**src/inc/pll_ctrl_regs.svh**
```systemverilog
// register offsets, field positions, reset values and counts of the pll mode controller
`ifndef PLL_CTRL_REGS_SVH
`define PLL_CTRL_REGS_SVH

// sizes of the device
`define PLL_COUNT          4
`define INPUT_COUNT        4
`define OUTPUT_COUNT       8

// configuration words loaded from nvm, byte address = index * 4
`define CFG_WORDS          17
`define CFG_LAST_IDX       5'h10
`define CFG_PLL_STRIDE     4
`define CFG_CTRL_OFS       0
`define CFG_PDIV_OFS       1
`define CFG_MDIV_OFS       2
`define CFG_RDIV_OFS       3
`define CFG_XPOINT_IDX     16

// other registers, byte addresses
`define REG_CFG_LAST_ADDR  8'h40
`define REG_CONTROL_ADDR   8'h80
`define REG_STATUS_ADDR    8'h84
`define REG_INT_STAT_ADDR  8'h88
`define REG_INT_MASK_ADDR  8'h8c

// per pll control word fields
`define CTRL_LOOP_BW_LSB   0
`define CTRL_FAST_BW_LSB   5
`define CTRL_FAST_EN_BIT   10
`define CTRL_AUTO_SEL_BIT  11
`define CTRL_MAN_IN_LSB    12
`define CTRL_IN_MASK_LSB   16

// bandwidth codes: 0 = 0.1 Hz up to 23 = 4 kHz; fastlock floor 100 Hz
`define BW_CODE_MAX        5'h17
`define FAST_BW_CODE_MIN   5'h0c

// crosspoint word fields
`define XPT_SEL_LSB        0
`define XPT_EN_LSB         16

// control register bits
`define CTL_HARD_BIT       0
`define CTL_SOFT_ALL_BIT   1
`define CTL_SOFT_PLL_LSB   2

// status register fields
`define STS_INIT_DONE_BIT  0
`define STS_MODE_LSB       4
`define STS_SEL_LSB        12

// interrupt bits
`define INT_INIT_BIT       0
`define INT_LOCK_LSB       1
`define INT_HOLD_LSB       5
`define INT_WIDTH          9
`define INT_MASK_RESET     9'h000

`endif

```
**src/inc/pll_ctrl_pkg.sv**
```systemverilog
// types shared by the pll mode and reset controller
package pll_ctrl_pkg;
	typedef enum logic [1:0] {MODE_FREE_RUN, MODE_LOCK_ACQ, MODE_LOCKED, MODE_HOLDOVER} mode_t;
	typedef enum logic {PH_NVM_LOAD, PH_RUN} phase_t;
endpackage : pll_ctrl_pkg

```
**src/rtl/pll_mode_and_reset_control.sv**
```systemverilog
// pll mode and reset controller: nvm init, hard/soft reset, per pll modes, bandwidth select
//
// Overview of operation
// - after power-up, copy every configuration word from nvm before anything runs.
// - bus transactions are not acknowledged until the nvm load has finished.
// - all output enables stay low until the nvm load has finished.
// - hard reset reloads nvm and returns every circuit, bus included, to start.
// - hard reset starts from the low reset pin or the hard reset bit.
// - soft reset skips nvm and only applies the current register values.
// - hard reset hits all plls; soft reset targets all or any single pll.
// - each pll runs its own four-state mode machine after the load.
// - every pll starts in free-run as soon as the load completes.
// - in free-run the pll follows only the reference input pins.
// - each pll has its own loop bandwidth code, 0.1 Hz to 4 kHz.
// - with fastlock on, a separate 100 Hz to 4 kHz bandwidth applies during acquisition.
// - once acquisition ends the normal loop bandwidth is applied again.
// - each pll plan is fractional input divider, fractional multiplier, integer output divider.
// - any of four inputs per pll, manual or automatic; crosspoint maps outputs to plls.
// - a pll starts acquisition once any configured input is valid.
// - a pll that has locked since the load enters holdover when its input fails and no other is valid; else it returns to free-run.
`timescale 1ns/1ns
`include "pll_ctrl_regs.svh"

module pll_mode_and_reset_control (
	input  wire logic        REF_CLK_I,
	input  wire logic        RST_I,
	input  wire logic        HARD_RESET_PIN_N_I,
	input  wire logic [31:0] WB_ADR_I,
	input  wire logic [31:0] WB_DAT_I,
	output logic      [31:0] WB_DAT_O,
	input  wire logic        WB_WE_I,
	input  wire logic [3:0]  WB_SEL_I,
	input  wire logic        WB_CYC_I,
	input  wire logic        WB_STB_I,
	output logic             WB_ACK_O,
	output logic             NVM_RD_O,
	output logic      [4:0]  NVM_ADDR_O,
	input  wire logic [31:0] NVM_DATA_I,
	input  wire logic [3:0]  INPUT_VALID_I,
	input  wire logic [3:0]  PLL_LOCKED_I,
	output logic             INIT_DONE_O,
	output logic      [7:0]  PLL_MODE_O,
	output logic      [7:0]  PLL_INSEL_O,
	output logic      [3:0]  PLL_TRACK_INPUT_O,
	output logic      [19:0] PLL_BW_O,
	output logic      [127:0] PLL_PDIV_O,
	output logic      [127:0] PLL_MDIV_O,
	output logic      [127:0] PLL_RDIV_O,
	output logic      [15:0] OUT_PLL_SEL_O,
	output logic      [7:0]  OUT_EN_O,
	output logic             IRQ_O
);

	// lowest-index valid candidate: bit 2 says one was found, bits 1:0 its index
	function automatic logic [2:0] pick_input(input logic [3:0] cand);
		logic [2:0] res;
		res = 3'h0;
		for (int i = 3; i >= 0; i--) begin
			if (cand[i]) begin
				res = {1'b1, 2'(i)};
			end
		end
		return res;
	endfunction : pick_input

	// candidate inputs of one pll: a single input in manual mode, the mask otherwise
	function automatic logic [3:0] cand_mask(input logic [31:0] ctrl);
		logic [3:0] m;
		m = 4'h0;
		if (ctrl[`CTRL_AUTO_SEL_BIT]) begin
			m = ctrl[`CTRL_IN_MASK_LSB +: 4];
		end else begin
			m[ctrl[`CTRL_MAN_IN_LSB +: 2]] = 1'b1;
		end
		return m;
	endfunction : cand_mask

	// pin and analog status come from other domains: two flops before use
	logic        pin_meta_reg;
	logic        pin_n_reg;
	logic [3:0]  valid_meta_reg;
	logic [3:0]  valid_reg;
	logic [3:0]  lock_meta_reg;
	logic [3:0]  lock_reg;
	logic        hard_bit_reg;
	logic        rst_all;

	always_ff @(posedge REF_CLK_I) begin
		if (RST_I) begin
			pin_meta_reg   <= 1'b1;
			pin_n_reg      <= 1'b1;
			valid_meta_reg <= 4'h0;
			valid_reg      <= 4'h0;
			lock_meta_reg  <= 4'h0;
			lock_reg       <= 4'h0;
		end else begin
			pin_meta_reg   <= HARD_RESET_PIN_N_I;
			pin_n_reg      <= pin_meta_reg;
			valid_meta_reg <= INPUT_VALID_I;
			valid_reg      <= valid_meta_reg;
			lock_meta_reg  <= PLL_LOCKED_I;
			lock_reg       <= lock_meta_reg;
		end
	end

	// hard reset behaves like power-up; the bit pulse is kept outside rst_all
	assign rst_all = RST_I | ~pin_n_reg | hard_bit_reg;

	logic                  phase_is_run;
	pll_ctrl_pkg::phase_t  phase_reg;
	logic [4:0]            load_idx_reg;
	logic                  cap_valid_reg;
	logic [4:0]            cap_idx_reg;
	logic                  load_done;

	// nvm read port answers one cycle after the address is issued
	always_ff @(posedge REF_CLK_I) begin
		if (rst_all) begin
			phase_reg     <= pll_ctrl_pkg::PH_NVM_LOAD;
			load_idx_reg  <= 5'h00;
			cap_valid_reg <= 1'b0;
			cap_idx_reg   <= 5'h00;
		end else if (phase_reg == pll_ctrl_pkg::PH_NVM_LOAD) begin
			cap_valid_reg <= (load_idx_reg <= `CFG_LAST_IDX);
			cap_idx_reg   <= load_idx_reg;
			if (load_idx_reg <= `CFG_LAST_IDX) begin
				load_idx_reg <= load_idx_reg + 5'h01;
			end
			if (load_done) begin
				phase_reg <= pll_ctrl_pkg::PH_RUN;
			end
		end
	end

	assign load_done    = cap_valid_reg && (cap_idx_reg == `CFG_LAST_IDX);
	assign phase_is_run = (phase_reg == pll_ctrl_pkg::PH_RUN);
	assign NVM_RD_O     = (phase_reg == pll_ctrl_pkg::PH_NVM_LOAD) && (load_idx_reg <= `CFG_LAST_IDX);
	assign NVM_ADDR_O   = load_idx_reg;
	assign INIT_DONE_O  = phase_is_run;

	// wishbone slave: ack only once running, one cycle after the request
	logic        ack_reg;
	logic [31:0] rdat_reg;
	logic [7:0]  adr;
	logic        wr_ack;
	logic        is_cfg;
	logic [4:0]  cfg_idx;

	assign adr     = WB_ADR_I[7:0];
	assign is_cfg  = (WB_ADR_I[31:8] == 24'h000000) && (adr <= `REG_CFG_LAST_ADDR) && (adr[1:0] == 2'h0);
	assign cfg_idx = adr[6:2];
	assign wr_ack  = ack_reg && WB_CYC_I && WB_STB_I && WB_WE_I;

	always_ff @(posedge REF_CLK_I) begin
		if (rst_all) begin
			ack_reg <= 1'b0;
		end else begin
			ack_reg <= WB_CYC_I && WB_STB_I && !ack_reg && phase_is_run;
		end
	end

	assign WB_ACK_O = ack_reg;
	assign WB_DAT_O = rdat_reg;

	// configuration words: nvm copy during load, bus writes afterwards
	logic [31:0] cfg_mem [`CFG_WORDS];
	logic [31:0] act_mem [`CFG_WORDS];

	always_ff @(posedge REF_CLK_I) begin
		if (rst_all) begin
			for (int i = 0; i < `CFG_WORDS; i++) begin
				cfg_mem[i] <= 32'h00000000;
			end
		end else if (cap_valid_reg && !phase_is_run) begin
			cfg_mem[cap_idx_reg] <= NVM_DATA_I;
		end else if (wr_ack && is_cfg) begin
			for (int b = 0; b < 4; b++) begin
				if (WB_SEL_I[b]) begin
					cfg_mem[cfg_idx][8*b +: 8] <= WB_DAT_I[8*b +: 8];
				end
			end
		end
	end

	// control register: write-only pulses, hard reset pulse survives rst_all
	logic [3:0] soft_reg;
	logic [3:0] soft_next;

	always_comb begin
		soft_next = 4'h0;
		if (wr_ack && (adr == `REG_CONTROL_ADDR) && WB_SEL_I[0]) begin
			soft_next = WB_DAT_I[`CTL_SOFT_ALL_BIT] ? 4'hf : WB_DAT_I[`CTL_SOFT_PLL_LSB +: 4];
		end
	end

	always_ff @(posedge REF_CLK_I) begin
		if (RST_I) begin
			hard_bit_reg <= 1'b0;
		end else begin
			hard_bit_reg <= wr_ack && (adr == `REG_CONTROL_ADDR) && WB_SEL_I[0]
				&& WB_DAT_I[`CTL_HARD_BIT];
		end
	end

	always_ff @(posedge REF_CLK_I) begin
		if (rst_all) begin
			soft_reg <= 4'h0;
		end else begin
			soft_reg <= soft_next;
		end
	end

	// applied copy: loaded at init end, refreshed per pll by soft reset only
	always_ff @(posedge REF_CLK_I) begin
		if (rst_all) begin
			for (int i = 0; i < `CFG_WORDS; i++) begin
				act_mem[i] <= 32'h00000000;
			end
		end else if (load_done && !phase_is_run) begin
			for (int i = 0; i < `CFG_LAST_IDX; i++) begin
				act_mem[i] <= cfg_mem[i];
			end
			act_mem[`CFG_XPOINT_IDX] <= NVM_DATA_I; // last word arrives this cycle
		end else begin
			for (int p = 0; p < `PLL_COUNT; p++) begin
				if (soft_reg[p]) begin
					for (int w = 0; w < `CFG_PLL_STRIDE; w++) begin
						act_mem[p*`CFG_PLL_STRIDE + w] <= cfg_mem[p*`CFG_PLL_STRIDE + w];
					end
				end
			end
			if (soft_reg == 4'hf) begin
				act_mem[`CFG_XPOINT_IDX] <= cfg_mem[`CFG_XPOINT_IDX];
			end
		end
	end

	// per pll mode machines, all independent
	pll_ctrl_pkg::mode_t mode_reg [`PLL_COUNT];
	logic [1:0]          sel_reg [`PLL_COUNT];
	logic [3:0]          ever_locked_reg;
	logic [3:0]          lock_evt;
	logic [3:0]          hold_evt;

	always_ff @(posedge REF_CLK_I) begin
		if (rst_all) begin
			for (int p = 0; p < `PLL_COUNT; p++) begin
				mode_reg[p] <= pll_ctrl_pkg::MODE_FREE_RUN;
				sel_reg[p]  <= 2'h0;
			end
			ever_locked_reg <= 4'h0;
			lock_evt        <= 4'h0;
			hold_evt        <= 4'h0;
		end else begin
			lock_evt <= 4'h0;
			hold_evt <= 4'h0;
			for (int p = 0; p < `PLL_COUNT; p++) begin
				logic [3:0] cand;
				logic [2:0] pick;
				cand = valid_reg & cand_mask(act_mem[p*`CFG_PLL_STRIDE + `CFG_CTRL_OFS]);
				pick = pick_input(cand);
				if (!phase_is_run || soft_reg[p]) begin
					// soft reset restarts only this pll from free-run
					mode_reg[p]        <= pll_ctrl_pkg::MODE_FREE_RUN;
					ever_locked_reg[p] <= ever_locked_reg[p] & phase_is_run;
				end else begin
					unique case (mode_reg[p])
						pll_ctrl_pkg::MODE_FREE_RUN: begin
							if (pick[2]) begin
								mode_reg[p] <= pll_ctrl_pkg::MODE_LOCK_ACQ;
								sel_reg[p]  <= pick[1:0];
							end
						end
						pll_ctrl_pkg::MODE_LOCK_ACQ: begin
							if (!cand[sel_reg[p]]) begin
								if (pick[2]) begin
									sel_reg[p] <= pick[1:0];
								end else if (ever_locked_reg[p]) begin
									mode_reg[p] <= pll_ctrl_pkg::MODE_HOLDOVER;
									hold_evt[p] <= 1'b1;
								end else begin
									mode_reg[p] <= pll_ctrl_pkg::MODE_FREE_RUN;
								end
							end else if (lock_reg[p]) begin
								mode_reg[p]        <= pll_ctrl_pkg::MODE_LOCKED;
								ever_locked_reg[p] <= 1'b1;
								lock_evt[p]        <= 1'b1;
							end
						end
						pll_ctrl_pkg::MODE_LOCKED: begin
							if (!cand[sel_reg[p]]) begin
								if (pick[2]) begin
									mode_reg[p] <= pll_ctrl_pkg::MODE_LOCK_ACQ;
									sel_reg[p]  <= pick[1:0];
								end else begin
									mode_reg[p] <= pll_ctrl_pkg::MODE_HOLDOVER;
									hold_evt[p] <= 1'b1;
								end
							end
						end
						pll_ctrl_pkg::MODE_HOLDOVER: begin
							if (pick[2]) begin
								mode_reg[p] <= pll_ctrl_pkg::MODE_LOCK_ACQ;
								sel_reg[p]  <= pick[1:0];
							end
						end
					endcase
				end
			end
		end
	end

	// bandwidth and plan outputs; fastlock code clamped to its 100 Hz floor
	always_comb begin
		for (int p = 0; p < `PLL_COUNT; p++) begin
			logic [31:0] c;
			logic [4:0]  loop_bw;
			logic [4:0]  fast_bw;
			c       = act_mem[p*`CFG_PLL_STRIDE + `CFG_CTRL_OFS];
			loop_bw = c[`CTRL_LOOP_BW_LSB +: 5];
			fast_bw = c[`CTRL_FAST_BW_LSB +: 5];
			if (loop_bw > `BW_CODE_MAX) loop_bw = `BW_CODE_MAX;
			if (fast_bw > `BW_CODE_MAX) fast_bw = `BW_CODE_MAX;
			if (fast_bw < `FAST_BW_CODE_MIN) fast_bw = `FAST_BW_CODE_MIN;
			if (c[`CTRL_FAST_EN_BIT] && (mode_reg[p] == pll_ctrl_pkg::MODE_LOCK_ACQ)) begin
				PLL_BW_O[5*p +: 5] = fast_bw;
			end else begin
				PLL_BW_O[5*p +: 5] = loop_bw;
			end
			PLL_PDIV_O[32*p +: 32] = act_mem[p*`CFG_PLL_STRIDE + `CFG_PDIV_OFS];
			PLL_MDIV_O[32*p +: 32] = act_mem[p*`CFG_PLL_STRIDE + `CFG_MDIV_OFS];
			PLL_RDIV_O[32*p +: 32] = act_mem[p*`CFG_PLL_STRIDE + `CFG_RDIV_OFS];
			PLL_MODE_O[2*p +: 2]   = mode_reg[p];
			PLL_INSEL_O[2*p +: 2]  = sel_reg[p];
			// only lock acquisition and locked steer from an input; else reference only
			PLL_TRACK_INPUT_O[p]   = (mode_reg[p] == pll_ctrl_pkg::MODE_LOCK_ACQ)
				|| (mode_reg[p] == pll_ctrl_pkg::MODE_LOCKED);
		end
	end

	// output crosspoint, held off until the load is done
	assign OUT_PLL_SEL_O = act_mem[`CFG_XPOINT_IDX][`XPT_SEL_LSB +: 16];
	assign OUT_EN_O      = phase_is_run ? act_mem[`CFG_XPOINT_IDX][`XPT_EN_LSB +: 8] : 8'h00;

	// sticky interrupt status, write one to clear; a new event wins over the clear
	logic [`INT_WIDTH-1:0] int_stat_reg;
	logic [`INT_WIDTH-1:0] int_mask_reg;
	logic [`INT_WIDTH-1:0] int_evt;
	logic [`INT_WIDTH-1:0] int_clr;

	assign int_evt = {hold_evt, lock_evt, load_done && !phase_is_run};
	assign int_clr = (wr_ack && (adr == `REG_INT_STAT_ADDR)) ? WB_DAT_I[`INT_WIDTH-1:0] : 9'h000;

	always_ff @(posedge REF_CLK_I) begin
		if (rst_all) begin
			int_stat_reg <= 9'h000;
		end else begin
			int_stat_reg <= (int_stat_reg & ~int_clr) | int_evt;
		end
	end

	always_ff @(posedge REF_CLK_I) begin
		if (rst_all) begin
			int_mask_reg <= `INT_MASK_RESET;
		end else if (wr_ack && (adr == `REG_INT_MASK_ADDR)) begin
			int_mask_reg <= WB_DAT_I[`INT_WIDTH-1:0];
		end
	end

	assign IRQ_O = |(int_stat_reg & int_mask_reg);

	// read data, registered with the ack; unmapped words read zero
	always_ff @(posedge REF_CLK_I) begin
		if (rst_all) begin
			rdat_reg <= 32'h00000000;
		end else if (WB_CYC_I && WB_STB_I && !ack_reg && phase_is_run) begin
			rdat_reg <= 32'h00000000;
			if (is_cfg) begin
				rdat_reg <= cfg_mem[cfg_idx];
			end else if (WB_ADR_I[31:8] == 24'h000000) begin
				unique case (adr)
					`REG_STATUS_ADDR: begin
						rdat_reg[`STS_INIT_DONE_BIT] <= phase_is_run;
						rdat_reg[`STS_MODE_LSB +: 8] <= PLL_MODE_O;
						rdat_reg[`STS_SEL_LSB +: 8]  <= PLL_INSEL_O;
					end
					`REG_INT_STAT_ADDR: rdat_reg[`INT_WIDTH-1:0] <= int_stat_reg;
					`REG_INT_MASK_ADDR: rdat_reg[`INT_WIDTH-1:0] <= int_mask_reg;
					default:            rdat_reg <= 32'h00000000;
				endcase
			end
		end
	end

endmodule : pll_mode_and_reset_control

```
**config.mk**
```make
export PLATFORM = sky130hd
export DESIGN_NAME = pll_mode_and_reset_control
export DESIGN_NICKNAME = d
export VERILOG_FILES = /design/src/inc/pll_ctrl_pkg.sv /design/src/rtl/pll_mode_and_reset_control.sv
export VERILOG_INCLUDE_DIRS = /design/src /design/src/inc
export SDC_FILE = /design/constraint.sdc
export NUM_CORES = 2
export LEC_CHECK = 0
export ABC_AREA = 1
export BUFFER_PORTS_ARGS = -buffer_cell sky130_fd_sc_hd__clkbuf_2
export CORE_MARGIN = 4
export CORE_UTILIZATION = 35
export DETAILED_ROUTE_END_ITERATION = 7
export PLACE_DENSITY_LB_ADDON = 0.1
export SLEW_MARGIN = 20
export SYNTH_ARGS = -nofsm -noshare
export SYNTH_HDL_FRONTEND = slang
export SYNTH_SLANG_ARGS = --single-unit
```
**constraint.sdc**
```tcl
create_clock -name REF_CLK_I -period 6.6 [get_ports REF_CLK_I]
set_input_delay 0.66 -clock REF_CLK_I [delete_from_list [all_inputs] [get_ports REF_CLK_I]]
set_output_delay 0.66 -clock REF_CLK_I [all_outputs]
set_load 0.005 [all_outputs]
```
Word level (Yosys, flattened, before mapping)
Memories as Yosys holds them, arrays and structs flattened.
Index checks and enable logic that the tools add are counted.
{"block": "totals", "input_bits": 114, "n_memories": 4, "ram_bits": 1104, "ff_bits": 98, "out_inout_bits": 489, "wordCells": 655}
{"block": "classes", "eq_ne": 18, "add_sub_neg": 1, "muxes": 415, "n_reduce_logical": 67, "order_cmp": 26, "bitwise_logic": 99}
{"memory": "act_mem", "depth": 17, "word_bits": 32, "rd": 17, "rd_clocked_by_memory_dff": 0, "write_ports": 17, "line": "pll_mode_and_reset_control.sv:167", "rtl": "logic [31:0] act_mem [`CFG_WORDS];"}
{"memory": "cfg_mem", "depth": 17, "word_bits": 32, "rd": 18, "rd_clocked_by_memory_dff": 0, "write_ports": 17, "line": "pll_mode_and_reset_control.sv:166", "rtl": "logic [31:0] cfg_mem [`CFG_WORDS];"}
{"memory": "mode_reg", "depth": 4, "word_bits": 2, "rd": 4, "rd_clocked_by_memory_dff": 0, "write_ports": 4, "line": "pll_mode_and_reset_control.sv:239", "rtl": "pll_ctrl_pkg::mode_t mode_reg [`PLL_COUNT];"}
{"memory": "sel_reg", "depth": 4, "word_bits": 2, "rd": 4, "rd_clocked_by_memory_dff": 0, "write_ports": 4, "line": "pll_mode_and_reset_control.sv:240", "rtl": "logic [1:0] sel_reg [`PLL_COUNT];"}
{"operator": "$mux 32", "n": 37}
{"operator": "$mux 1", "n": 263}
{"operator": "$mux 2", "n": 48}
{"operator": "$mux 5", "n": 18}
{"operator": "$or 1x1->1", "n": 84}
{"operator": "$reduce_or 32->1", "n": 2}
{"operator": "$mux 3", "n": 20}
{"operator": "$gt 5x5->1 const B", "n": 8}
{"operator": "$mux 4", "n": 10}
{"operator": "$eq 8x8->1 const B", "n": 4}
{"operator": "$logic_and 1x1->1", "n": 26}
{"operator": "$logic_not 24->1", "n": 1}
{"operator": "$lt 2x3->1 const B", "n": 8}
{"operator": "$reduce_bool 2->1", "n": 12}
{"operator": "$lt 5x4->1 const B", "n": 4}
{"operator": "$mux 20", "n": 1}
{"operator": "$and 9x9->9", "n": 2}
{"operator": "$and 4x4->4", "n": 4}
{"operator": "$eq 2x2->1 const B", "n": 8}
{"operator": "$pmux 5 s3", "n": 1}
{"operator": "$reduce_and 3->1", "n": 4}
{"operator": "$mux 11", "n": 1}
{"operator": "$logic_not 2->1", "n": 5}
{"operator": "$reduce_or 2->1", "n": 5}
{"operator": "other kinds (22)", "n": 50}

Longest topological paths before layout
An unclocked memory read counts as a cell.
{"block": "depth", "ltp_word": 25, "ltp_mapped": 15, "depth_no_buf": 13}

Worst setup path before layout
No wires, ideal clock.
{"block": "synth_timing", "path_kind": "input to register", "startpoint": "in RST_I", "endpoint": "mem act_mem[0][0], enable pin", "cell_stages": 5, "path_slack_ns": 2.407, "n_path_buf": 1, "setup_time_ns": 1.016, "required_ns": 5.584, "arrival_ns": 3.177, "cell_sequence": "buf_2 > inv_1 > nand2_1 > nor2_1 > nand2_1"}
{"item": "start: declaration", "line": "pll_mode_and_reset_control.sv:26", "rtl": "input wire logic RST_I,"}
{"item": "end: declaration", "line": "pll_mode_and_reset_control.sv:167"}

==> flow_metrics.py <==
metrics = {
    "timing": {
        "skew_ns": 0.0326,
        "rsz0062_at_grt": "false",
        "final_hold_viol_count": 0,
        "fin_crit_sh": 0.679,
        "fmax_mhz": 223,
        "worst_pin_slew_ns": 1.22,
        "timing.hold.ws_ns": 0.0605,
        "slew_violations": 0,
        "fin_setup_tns_ns": 0,
        "finalSetupViolCount": 0,
        "finalCriticalPeriod_ns": 4.48,
        "max_slew_margin": 0.187,
    },
    "logic_synthesis": {
        "synth.avg_cell_area_um2": 10.6,
        "synth.yosys.seq_area_share": 0.657,
        "syn_area_um2": 55500,
        "synthDistinctLibCells": 51,
        "synth_cells": 5217,
        "yosysTopAreaCellShare": 0.622,
        "yosysWarnings": 0,
        "syn_nets": 5349,
        "ys.flop_type": "edfxtp_1",
        "ys_async_sr_fraction": 0,
        "synthTopCellsByArea": "edfxtp_1, nor2_1, buf_4, inv_1, dfxtp_1",
        "synth_edf_count": 1148,
        "yosysTopAreaCell": "edfxtp_1",
        "ys_ff_latch": 1246,
    },
    "run_status": {
        "status": "completed",
    },
    "floorplanning": {
        "rows": 145,
        "initial_core_util": 0.353,
        "pin_count": 603,
        "die_h_um": 406,
        "fp.coreArea_um2": 157000,
        "die_x_um": 406,
        "die-area_um2": 165000,
    },
    "cells_and_area": {
        "drive_above_1_share": 0.177,
        "registers.top_by_ff_count": "cfg_mem",
        "syn2layout_area_growth_pct": 12.7,
        "fin_area_um2": 62500,
        "ff_latch_area_um2": 36400,
        "fillerInstances": 15500,
        "final_nets": 5522,
        "final_core_util": 0.398,
        "most-common-layout-cells": "nor2_1, edfxtp_1, inv_1, clkbuf_2, nand2_1",
        "largest_reg_flops": 652,
        "final_common_cell": "nor2_1",
        "multiInputGateArea_um2": 12500,
    },
    "critical_path": {
        "r2r_setup_slack_ns": 2.12,
        "path_cells": "inv_1 > nor2_1 > inv_1 > nand2_1 > nor2_1 > o211ai_2 > nand2_4 > buf_4 > nand2_1 > nand2_2 > nor2_4 > nand3_1 > nand2_1",
        "slowest_delay_ns": 0.85,
        "worst_setup_path_end_kind": "register",
        "slowest_stage": "nor2_4",
        "critPathArrivalTime_ns": 4.93,
        "cp-start-kind": "register",
        "worst-path-buf-inv": 3,
        "cp.depth": 13,
        "reg2reg_depth": 13,
        "worstPathMaxFanout": 39,
        "cp_top_family": "simple AND/OR/NAND/NOR gates",
        "worstPathRequired_ns": 7.05,
        "r2r-end": "cfg_mem[8][8]$_SDFFCE_PN0P_",
        "r2r_start": "cap_valid_reg$_SDFFE_PN0N_",
        "crit_type": "reg -> reg",
        "cp_common_cell": "nand2_1",
    },
    "detailed_routing": {
        "post_drt_via_cell_ratio": 5.15,
        "route.detailed.drc": 0,
        "dr.max_layer_used": "met5",
        "drt_iter0_markers": 4537,
        "ant_nets": 0,
        "wl_mm": 207,
        "dr_wl_met2_mm": 92.3,
        "via_count": 39000,
        "met3_length_mm": 17.7,
        "post_drt_wl_per_cell_um": 27.4,
        "wl_met1_mm": 92.6,
        "drt_first_pass_iters": 6,
    },
    "global_route": {
        "grt_first_pass_wirelength_mm": 285,
        "grt_usage": 0.245,
        "antenna_found_initial": 10,
        "grt_overflow": 0,
        "grt_max_degree": 126,
        "first_global_vias": 37900,
    },
    "power_and_ir_drop": {
        "powerDensity_nw_per_um2": 293,
        "max-vdd-ir-drop_mv": 0.275,
        "power_uw": 18300,
        "leakagePower_uw": 0.0251,
    },
    "worst_hold_path": {
        "hold_path.class": "in -> reg",
        "hold_depth": 3,
        "worst_hold_path.endpoint": "lock_meta_reg[2]$_SDFF_PP0_",
        "min-delay-start": "PLL_LOCKED_I[2]",
    },
    "place": {
        "place_hpwl_mm": 147,
        "globalplace.congestion": 0.879,
        "postPlaceCellArea_um2": 57800,
        "portBuffers": 602,
    },
    "clock_network": {
        "cts_tree": "done",
        "clkSinkCount": 1246,
        "path_clk_slew_ns": 0.06,
        "cts_max_level": 4,
        "postCtsSetupBuffers": 0,
        "insertion_delay_ns": 0.79,
        "tritoncts.num_buffers": 144,
        "clk_path_buf_depth": 3,
        "root_buffer": "clkbuf_16",
    },
    "run": {
        "cap_violations": 0,
    },
}
==> cell families (layout without fill, tap and decap cells) <==
kind of cell | Yosys count | in the layout | synth area share
flip-flops | 1246 | 1246 | 0.657
buffers and inverters | 1339 | 1631 | 0.120
AND/OR/NAND/NOR | 1926 | 1926 | 0.142
AO/OA/AOI/OAI | 688 | 688 | 0.0763
other | 0 | 2 | 0
adder cells (fa/ha/maj) | 18 | 18 | 0.00406
==> through the flow <==
stage / instances / setup slack, ns
6_report: 7569 / 2.12
5_1_grt: 7567 / 1.91
4_1_cts: 7565 / 2.21
3_5_place_dp: 7297 / 1.58
3_3_place_gp: 7297 / 1.70
2_1_floorplan: 5217 / 2.41
==> how the worst max path moves through the flow <==
stage                                    start  slack, ns                            to
floorplan                                RST_I       2.41       act_mem[0][0]$_DFFE_PP_
CTS                 cap_valid_reg$_SDFFE_PN0N_       2.21  cfg_mem[8][15]$_SDFFCE_PN0P_
detailed placement                WB_ADR_I[27]       1.58  cfg_mem[8][11]$_SDFFCE_PN0P_
global route        cap_valid_reg$_SDFFE_PN0N_       1.91  cfg_mem[1][25]$_SDFFCE_PN0P_
finish              cap_valid_reg$_SDFFE_PN0N_       2.12   cfg_mem[8][8]$_SDFFCE_PN0P_
global placement                  WB_ADR_I[27]       1.70   cfg_mem[8][6]$_SDFFCE_PN0P_
==> worst reg2reg max path: stages (launching register included) <==
cell      delay, ns
dfxtp_1        0.33
inv_1          0.07
nor2_1         0.20
inv_1          0.11
nand2_1        0.08
nor2_1         0.07
o211ai_2       0.27
nand2_4        0.43
buf_4          0.48
nand2_1        0.15
nand2_2        0.13
nor2_4         0.85
nand3_1        0.54
nand2_1        0.45
==> power by group <==
part	leakage, uW	switching, uW	total [uW]	internal (uW)
clock	0.00225	3330	7980	4650
sequential	0.0127	173	9110	8930
combinational	0.0102	934	1220	284
==> routing by layer <==
metal / GRT usage / vias to the layer above
met5: 0 / -
met4: 0.0593 / 6
met3: 0.0506 / 234
met2: 0.374 / 1793
met1: 0.356 / 19500
li1: - / 17400
==> final cells by class <==
cell class	count	area share
tap	2058	0.0412
inverter	683	0.0411
antenna	2	0.0000801
clock inverter	72	0.0117
timing repair buffer	683	0.0601
sequential	1246	0.583
multi-input combinational	2632	0.200
clock buffer	193	0.0626
==> cells in the mapped netlist (6+ instances only) <==
| cell | count |
|---|---|
| buf_4 | 406 |
| dfxtp_1 | 98 |
| a31oi_1 | 16 |
| ha_1 | 18 |
| nor2_1 | 1192 |
| edfxtp_1 | 1148 |
| a221oi_1 | 11 |
| o31ai_1 | 15 |
| nand3_1 | 105 |
| o21ai_0 | 166 |
| o22ai_1 | 184 |
| buf_1 | 23 |
| nand4_1 | 25 |
| clkbuf_1 | 133 |
| a21oi_1 | 145 |
| o221ai_1 | 7 |
| a21oi_2 | 9 |
| nor3_1 | 25 |
| buf_2 | 92 |
| nand2_2 | 7 |
| o2111ai_1 | 26 |
| nand3b_1 | 6 |
| o211ai_1 | 36 |
| clkinv_1 | 7 |
| a41oi_1 | 6 |
| o21a_1 | 26 |
| a22oi_1 | 18 |
| nand2_1 | 498 |
| nand3_2 | 50 |
| inv_1 | 671 |
==> timing repair <==
| action | 4_1_cts | 5_1_grt |
|---|---|---|
| hold buffers | 3 | 0 |
| gates resized for setup | 0 | 0 |
| endpoints found under the hold margin | 3 | 0 |
No activity file was read; power rests on OpenSTA's default activity.
